--- src/amp_misc_pkg.sv ---
// amp_misc_pkg: offsets, field positions, reset values and codes shared by
// the miscellaneous control and status register bank.
// assumes a byte-wide register port with 8-bit offsets.
package amp_misc_pkg;

    // register offsets on the control port
    localparam logic [7:0] OFF_PIN_FUNCTION_SELECT = 8'h61;
    localparam logic [7:0] OFF_PROCESSING_BYPASS_CTRL = 8'h66;
    localparam logic [7:0] OFF_SILICON_IDENTITY = 8'h67;
    localparam logic [7:0] OFF_OPERATING_STATE_REPORT = 8'h68;
    localparam logic [7:0] OFF_AUTO_MUTE_STATUS = 8'h69;
    localparam logic [7:0] OFF_CARRIER_PHASE_CTRL = 8'h6a;

    // reset values
    localparam logic [7:0] RST_PIN_FUNCTION_SELECT = 8'h00;
    localparam logic [7:0] RST_PROCESSING_BYPASS_CTRL = 8'h00;
    localparam logic [7:0] RST_OPERATING_STATE_REPORT = 8'h00;
    localparam logic [7:0] RST_AUTO_MUTE_STATUS = 8'h00;
    localparam logic [7:0] RST_CARRIER_PHASE_CTRL = 8'h00;
    localparam logic [7:0] ZERO_BYTE = 8'h00;

    // identity byte value; arbitrary
    localparam logic [7:0] SILICON_IDENTITY_BYTE = 8'h5a;

    // writable field masks
    localparam logic [7:0] MASK_PIN_FUNCTION = 8'h1f;
    localparam logic [7:0] MASK_BYPASS = 8'hff;
    localparam logic [7:0] MASK_PHASE = 8'hff;

    // field positions
    localparam int PIN_SEL_HI = 4;
    localparam int BYP_UNIQUE_COEF = 3;
    localparam int BYP_FIR = 2;
    localparam int BYP_DRC = 1;
    localparam int BYP_EQ = 0;
    localparam int MUTE_RIGHT_BIT = 1;
    localparam int MUTE_LEFT_BIT = 0;
    localparam int PHASE_SEL_HI = 3;
    localparam int PHASE_SEL_LO = 2;
    localparam int I2S_SYNC_BIT = 1;
    localparam int RAMP_SYNC_BIT = 0;

    // multi-purpose pin function codes
    typedef enum logic [4:0] {
        PIN_OFF_LOW = 5'b00000,
        PIN_MUTE_BOTH = 5'b00011,
        PIN_MUTE_LEFT = 5'b00100,
        PIN_MUTE_RIGHT = 5'b00101,
        PIN_CLOCK_INVALID = 5'b00110,
        PIN_FAULT_LOW = 5'b01011
    } pin_function_t;

    // operating state codes
    typedef enum logic [7:0] {
        ST_DEEP_SLEEP = 8'h00,
        ST_SLEEP = 8'h01,
        ST_HIGH_IMPEDANCE = 8'h02,
        ST_PLAYBACK = 8'h03
    } operating_state_code_t;

    // register port request
    typedef struct packed {
        logic wr;
        logic rd;
        logic [7:0] addr;
        logic [7:0] wdata;
    } reg_req_t;

    // processing chain controls
    typedef struct packed {
        logic unique_coef;
        logic fir_bypass;
        logic dynamic_range_compressor_bypass;
        logic eq_bypass;
    } bypass_ctrl_t;

    // carrier phase controls
    typedef struct packed {
        logic [1:0] ramp_phase;
        logic i2s_sync_en;
        logic ramp_sync_en;
    } phase_ctrl_t;

endpackage

--- src/amp_ctrl_reg.sv ---
// amp_ctrl_reg: one writable byte register with a mask of implemented bits.
// assumes write strobe and address decode are done by the parent.
`timescale 1ns/100ps
module amp_ctrl_reg
    import amp_misc_pkg::*;
#(
    parameter logic [7:0] RESET_VALUE = 8'h00,
    parameter logic [7:0] WRITE_MASK = 8'hff
) (
    input wire logic i_core_clk,
    input wire logic i_arst_n,
    input wire logic i_we,
    input wire logic [7:0] i_wdata,
    output logic [7:0] o_value
);
    logic [7:0] value;
    logic [7:0] next_value;

    // masked write; unimplemented bits stay zero
    always_comb begin
        next_value = value;
        if (i_we) begin
            next_value = i_wdata & WRITE_MASK;
        end
    end

    always_ff @(posedge i_core_clk or negedge i_arst_n) begin
        if (!i_arst_n) begin
            value <= RESET_VALUE;
        end else begin
            value <= next_value;
        end
    end

    assign o_value = value;
endmodule

--- src/amp_pin_mux.sv ---
// amp_pin_mux: picks the level driven onto the multi-purpose pin.
// assumes all flag inputs are synchronous to the core clock.
`timescale 1ns/100ps
module amp_pin_mux
    import amp_misc_pkg::*;
(
    input wire logic [4:0] i_select,
    input wire logic i_left_auto_mute_status,
    input wire logic i_right_auto_mute_status,
    input wire logic i_clock_error,
    input wire logic i_clock_missing,
    input wire logic i_fault,
    output logic o_level
);
    // decode of the pin function; reserved codes hold the pin low
    always_comb begin
        o_level = 1'b0;
        case (i_select)
            PIN_OFF_LOW: o_level = 1'b0;
            PIN_MUTE_BOTH: begin
                o_level = i_left_auto_mute_status
                    & i_right_auto_mute_status;
            end
            PIN_MUTE_LEFT: o_level = i_left_auto_mute_status;
            PIN_MUTE_RIGHT: o_level = i_right_auto_mute_status;
            PIN_CLOCK_INVALID: begin
                o_level = i_clock_error | i_clock_missing;
            end
            PIN_FAULT_LOW: o_level = ~i_fault;
            default: o_level = 1'b0;
        endcase
    end
endmodule

--- src/amp_misc_control_status_regs.sv ---
// amp_misc_control_status_regs: pin function, processing bypass, identity,
// operating state, auto-mute status and carrier phase registers.
// assumes a synchronous byte register port from the control interface and
// status inputs synchronous to the core clock.
`timescale 1ns/100ps

// Summary of operation
// - select 00000 holds pin low; 00011 asserts when both channels muted
// - select 00100 drives left mute flag; 00101 drives right mute flag
// - select 00110 drives clock invalid: clock error or clock missing
// - select 01011 makes the pin the active-low fault output
// - bypass bit 3 set gives separate coefficients; clear shares left ones
// - bypass bit 2 set routes audio around the 128-tap FIR
// - bypass bit 1 set bypasses the compressor in left/right paths only
// - bypass bit 0 set bypasses the equalizers in left/right paths only
// - read-only state byte: 0 deep sleep, 1 sleep, 2 hi-z, 3 play
// - read-only bit 1 shows right channel auto-mute status
// - read-only bit 0 shows left channel auto-mute status
// - bits 3-2 of phase control pick one of four ramp phases
// - phase control bit 1 enables PWM alignment to audio framing
// - phase control bit 0 enables ramp carrier phase sync
module amp_misc_control_status_regs
    import amp_misc_pkg::*;
(
    input wire logic i_core_clk,
    input wire logic i_arst_n,
    input wire logic i_reg_wr,
    input wire logic i_reg_rd,
    input wire logic [7:0] i_reg_addr,
    input wire logic [7:0] i_reg_wdata,
    output logic [7:0] o_reg_rdata,
    output logic o_reg_rvalid,
    input wire logic [1:0] i_operating_state_code,
    input wire logic i_left_auto_mute_status,
    input wire logic i_right_auto_mute_status,
    input wire logic i_clock_error,
    input wire logic i_clock_missing,
    input wire logic i_fault,
    input wire logic i_play_active,
    output logic o_multi_pin,
    output logic o_multi_pin_oe,
    output logic o_unique_coef,
    output logic o_fir_bypass,
    output logic o_dynamic_range_compressor_bypass,
    output logic o_eq_bypass,
    output logic [1:0] o_ramp_phase,
    output logic o_i2s_sync_en,
    output logic o_ramp_sync_en
);
    reg_req_t req;
    logic [7:0] pin_sel_q;
    logic [7:0] bypass_q;
    logic [7:0] phase_q;
    logic [7:0] state_q;
    logic [7:0] mute_q;
    logic [7:0] next_state;
    logic [7:0] next_mute;
    logic [7:0] rdata;
    logic [7:0] next_rdata;
    logic rvalid;
    logic next_rvalid;
    logic pin_level;
    logic pin_level_q;
    logic next_pin_level;
    logic phase_we;
    bypass_ctrl_t bypass;
    phase_ctrl_t phase;

    assign req = '{wr: i_reg_wr, rd: i_reg_rd, addr: i_reg_addr,
                   wdata: i_reg_wdata};

    // writable control registers
    amp_ctrl_reg #(
        .RESET_VALUE(RST_PIN_FUNCTION_SELECT),
        .WRITE_MASK(MASK_PIN_FUNCTION)
    ) u_pin_sel (
        .i_core_clk(i_core_clk),
        .i_arst_n(i_arst_n),
        .i_we(req.wr && req.addr == OFF_PIN_FUNCTION_SELECT),
        .i_wdata(req.wdata),
        .o_value(pin_sel_q)
    );

    amp_ctrl_reg #(
        .RESET_VALUE(RST_PROCESSING_BYPASS_CTRL),
        .WRITE_MASK(MASK_BYPASS)
    ) u_bypass (
        .i_core_clk(i_core_clk),
        .i_arst_n(i_arst_n),
        .i_we(req.wr && req.addr == OFF_PROCESSING_BYPASS_CTRL),
        .i_wdata(req.wdata),
        .o_value(bypass_q)
    );

    // phase takes writes at any time; the host orders it before playback
    assign phase_we = req.wr && req.addr == OFF_CARRIER_PHASE_CTRL;

    amp_ctrl_reg #(
        .RESET_VALUE(RST_CARRIER_PHASE_CTRL),
        .WRITE_MASK(MASK_PHASE)
    ) u_phase (
        .i_core_clk(i_core_clk),
        .i_arst_n(i_arst_n),
        .i_we(phase_we),
        .i_wdata(req.wdata),
        .o_value(phase_q)
    );

    // status capture; bus writes never reach these
    always_comb begin
        next_state = {6'h00, i_operating_state_code};
        next_mute = ZERO_BYTE;
        next_mute[MUTE_RIGHT_BIT] = i_right_auto_mute_status;
        next_mute[MUTE_LEFT_BIT] = i_left_auto_mute_status;
    end

    always_ff @(posedge i_core_clk or negedge i_arst_n) begin
        if (!i_arst_n) begin
            state_q <= RST_OPERATING_STATE_REPORT;
            mute_q <= RST_AUTO_MUTE_STATUS;
        end else begin
            state_q <= next_state;
            mute_q <= next_mute;
        end
    end

    // read decode; unmapped offsets read zero
    always_comb begin
        next_rvalid = req.rd;
        next_rdata = rdata;
        if (req.rd) begin
            case (req.addr)
                OFF_PIN_FUNCTION_SELECT: next_rdata = pin_sel_q;
                OFF_PROCESSING_BYPASS_CTRL: next_rdata = bypass_q;
                OFF_SILICON_IDENTITY: next_rdata = SILICON_IDENTITY_BYTE;
                OFF_OPERATING_STATE_REPORT: next_rdata = state_q;
                OFF_AUTO_MUTE_STATUS: next_rdata = mute_q;
                OFF_CARRIER_PHASE_CTRL: next_rdata = phase_q;
                default: next_rdata = ZERO_BYTE;
            endcase
        end
    end

    // read data and pin level registers
    always_ff @(posedge i_core_clk or negedge i_arst_n) begin
        if (!i_arst_n) begin
            rdata <= ZERO_BYTE;
            rvalid <= 1'b0;
            pin_level_q <= 1'b0;
        end else begin
            rdata <= next_rdata;
            rvalid <= next_rvalid;
            pin_level_q <= next_pin_level;
        end
    end

    // multi-purpose pin function select
    amp_pin_mux u_pin_mux (
        .i_select(pin_sel_q[PIN_SEL_HI:0]),
        .i_left_auto_mute_status(i_left_auto_mute_status),
        .i_right_auto_mute_status(i_right_auto_mute_status),
        .i_clock_error(i_clock_error),
        .i_clock_missing(i_clock_missing),
        .i_fault(i_fault),
        .o_level(pin_level)
    );

    assign next_pin_level = pin_level;

    // processing chain and carrier phase controls
    always_comb begin
        bypass.unique_coef = bypass_q[BYP_UNIQUE_COEF];
        bypass.fir_bypass = bypass_q[BYP_FIR];
        bypass.dynamic_range_compressor_bypass = bypass_q[BYP_DRC];
        bypass.eq_bypass = bypass_q[BYP_EQ];
        phase.ramp_phase = phase_q[PHASE_SEL_HI:PHASE_SEL_LO];
        phase.i2s_sync_en = phase_q[I2S_SYNC_BIT];
        phase.ramp_sync_en = phase_q[RAMP_SYNC_BIT];
    end

    assign o_reg_rdata = rdata;
    assign o_reg_rvalid = rvalid;
    assign o_multi_pin = pin_level_q;
    assign o_multi_pin_oe = 1'b1; // pin is always an output here
    assign o_unique_coef = bypass.unique_coef;
    assign o_fir_bypass = bypass.fir_bypass;
    assign o_dynamic_range_compressor_bypass =
        bypass.dynamic_range_compressor_bypass;
    assign o_eq_bypass = bypass.eq_bypass;
    assign o_ramp_phase = phase.ramp_phase;
    assign o_i2s_sync_en = phase.i2s_sync_en;
    assign o_ramp_sync_en = phase.ramp_sync_en;
endmodule

--- config.mk ---
export PLATFORM = sky130hd
export DESIGN_NAME = amp_misc_control_status_regs
export DESIGN_NICKNAME = d
export VERILOG_FILES = /design/src/amp_misc_pkg.sv /design/src/amp_ctrl_reg.sv /design/src/amp_pin_mux.sv /design/src/amp_misc_control_status_regs.sv
export SDC_FILE = /design/constraint.sdc
export NUM_CORES = 1
export LEC_CHECK = 0
export ABC_AREA = 0
export BUFFER_PORTS_ARGS = -buffer_cell sky130_fd_sc_hd__buf_2
export CAP_MARGIN = 5
export CORE_MARGIN = 5
export CORE_UTILIZATION = 29
export CTS_BUF_LIST = sky130_fd_sc_hd__clkbuf_8
export DETAILED_ROUTE_END_ITERATION = 7
export MAX_ROUTING_LAYER = met4
export PLACE_DENSITY = 0.48
export SLEW_MARGIN = 10
export SYNTH_ARGS = -nofsm -noshare
export SYNTH_HDL_FRONTEND = slang
export SYNTH_SLANG_ARGS = --single-unit
--- constraint.sdc ---
create_clock -name i_core_clk -period 1.4 [get_ports i_core_clk]
set_input_delay 0.07 -clock i_core_clk [delete_from_list [all_inputs] [get_ports i_core_clk]]
set_output_delay 0.07 -clock i_core_clk [all_outputs]
set_load 0.02 [all_outputs]
==> results.yml <==
routing:
  wl_met1_mm: 1.95
  drt_iter0_drc: 38
  dr.pass1.iters: 4
  top_layer_used: "met4"
  num_vias: 1280
  wl_per_cell_microns: 14.8
  vias_per_cell: 4.59
  postRouteWirelength_mm: 4.12
  drc_errors: 0
  met2_length_mm: 1.92
  ant_nets: 0
  route.met3.wl_microns: 215
clock_network:
  cts_tree: "done"
  clockRootBuffer: "clkbuf_8"
  clk_latency_ns: 0.29
  numCtsBuffers: 5
  htree_num_levels: 2
  cts.clk_slew.worst_paths_ns: 0.07
  post_cts_buffers: 0
  clock-sinks: 35
  clockBufferDepth: 2
power:
  p_total_w: 0.00204
  leakage_nw: 1.11
  cellPowerDensity_nw_per_um2: 912
  ir_drop_mv: 0.603
grt:
  grt_antenna_before_repair: 0
  grt_pass1_vias: 1377
  grt_pass1_wl_mm: 6.92
  grt_max_degree: 20
  track_usage_pct: 12.5
  grt_overflow: 0
floorplanning:
  start_util_pct: 29.9
  core.rowCount: 27
  coreArea_sq_um: 5540
  num_io_pins: 47
  die_area_sq_um: 7310
  die_w_microns: 85.5
  die_h_microns: 85.5
worst_setup_path:
  crit_type: "reg2reg"
  r2r-start: "u_pin_sel.o_value[1]"
  critPathRequiredTime_ns: 1.61
  r2r_slack_ns: 0.09
  path_max_fanout: 6
  cp-end-kind: "flip-flop"
  cp_data_arrival_time_ns: 1.52
  critPathLaunch: "u_pin_sel.o_value[1]"
  worstSetupStartpointType: "flip-flop"
layout:
  diodes: 0
  final_cell_count_no_fill: 279
  drive_above_1_share_pct: 46.9
  nFillCells: 555
  areaGrowthSynthToFinish_pct: 34.9
  nets: 234
synth:
  synth_edf_count: 0
  ys_top_cells_by_count: "dfrtp_1 (35), mux2_2 (18), inv_1 (11)"
  synth_most_common_cell: "dfrtp_1"
  syn_area_sq_um: 1650
  synth_area_leaders: "dfrtp_1 (53%), mux2_2 (12%), mux2_4 (4.5%)"
  netlist_instances: 140
  seq_area_frac_synth_pct: 53.0
  async_flop_share_pct: 100
  yosysTopAreaCellShare_pct: 53.0
  synthesis.yosys.warnings: 0
  synth_nets: 168
  synthFlopType: "dfrtp_1"
  yosys.area.top_type: "dfrtp_1"
  synth.distinct_cells: 33
  ys_ff_latch: 35
  syn_avg_cell_area_sq_um: 11.8
placement:
  post-place-cells: 265
  io_buffer_count: 44
  dp_hpwl_mm: 3.38
  gp_congestion: 0.842
  dp_slack_ns: -0.211
job:
  max-cap-violations: 0
timing:
  hold_violations: 0
  setup_slack_ns: 0.0927
  fmax_ghz: 0.765
  finalMaxSlewViolations: 0
  min_period_over_period_pct: 93.4
  rsz0062_at_grt: "false"
  finalCriticalPeriod_ns: 1.31
  setup_viol: 0
  hold-worst-slack_ns: 0.0182
  fin_skew_ns: 0.00536
hold_path:
  hp-class: "in2reg"
  hp-start: "i_reg_wdata[6]"
status:
  status: "complete, no violations"
## final cells by class
cell class              count  area (sq um)  share of cell area (%)
clock buffers               5          68.8                    3.08
clock inverters             3          15.0                   0.673
well taps                  72          90.1                    4.04
multi-input cells          84           691                    31.0
repair buffers             69           448                    20.1
inverters                  11          41.3                    1.85
flip-flops and latches     35           877                    39.3
## stage by stage
| step | TNS, ns | cell area, sq um | utilization (%) |
|---|---|---|---|
| after detailed placement | -1.91 | 2080 | 37.5 |
| after floorplan | -0.249 | 1660 | - |
| after global placement | -1.88 | 2080 | 37.5 |
| final | 0 | 2230 | 40.3 |
| after global routing | 0 | 2230 | 40.3 |
| after CTS | 0 | 2220 | 40.1 |
## final timing paths
| check | end | cells after the start |
|---|---|---|
| max in group asynchronous | o_reg_rdata[7] | 3 |
| worst max register to register | o_multi_pin | 4 |
| min in group asynchronous | o_multi_pin | 2 |
| worst min-delay path | u_phase.o_value[6] | 2 |
| worst max-delay path | o_multi_pin | 4 |
| worst min register to register | u_phase.o_value[6] | 1 |
## flip-flops by register name (all words and copies together) (netlist names)
| register | cells |
|---|---|
| state_q | 2 |
| o_reg_rdata | 8 |
| u_pin_sel.o_value | 5 |
| o_reg_rvalid | 1 |
| o_multi_pin | 1 |
| mute_q | 2 |
| u_bypass.o_value | 8 |
| u_phase.o_value | 8 |
## layer usage
metal,vias up,GRT usage [%]
met5,-,-
met1,610,16.6
met2,33,18.9
met3,4,3.65
li1,633,-
met4,0,3.02
## worst max-delay path, stage by stage, from the launching register on
cell and delay (ns):
dfrtp_2 0.44, nand2b_1 0.15, a2111oi_1 0.38, nor2_1 0.11, nor3_2 0.15
## cells by family after synthesis
group | after synthesis | share of synthesized area [%]
other | 1 | 0.227
buffers and inverters | 21 | 5.75
AO/OA/AOI/OAI | 30 | 13.5
multiplexers | 24 | 17.5
flip-flops | 35 | 53.0
AND/OR/NAND/NOR | 29 | 10.1
## where the power goes
| group | internal [W] | switching, W | leakage, nW |
|---|---|---|---|
| Clock | 0.000340 | 0.000353 | 0.0477 |
| Combinational | 0.000135 | 0.000131 | 0.587 |
| Sequential | 0.00105 | 0.0000269 | 0.472 |
| Total | 0.00152 | 0.000511 | 1.11 |
## cell usage in the layout, fill, tap and decap left out, types with 2 or more instances in the layout
cell | Yosys | layout
buf_2 | 4 | 44
dfrtp_1 | 35 | 34
mux2_2 | 18 | 18
buf_4 | 3 | 17
inv_1 | 11 | 11
nand2b_1 | 7 | 7
o22ai_1 | 6 | 6
dlygate4sd3_1 | 0 | 6
nand2_1 | 5 | 5
a21oi_1 | 5 | 5
mux2_4 | 5 | 5
clkbuf_8 | 0 | 5
nor2_1 | 4 | 4
nor3b_1 | 3 | 3
o32ai_1 | 3 | 3
a22o_1 | 3 | 3
a2bb2oi_1 | 3 | 3
clkinv_2 | 0 | 3
a2111oi_1 | 0 | 2
nor2b_1 | 2 | 2
a22oi_1 | 2 | 2
and2_1 | 2 | 2
a211oi_1 | 2 | 2
buf_12 | 0 | 2
## timing repair
item	in CTS	in global routing
setup endpoints to repair	0	1
endpoints found under the hold margin	21	0
gates resized for setup	0	4
hold buffers	6	0
(Power assumes the default switching activity.)
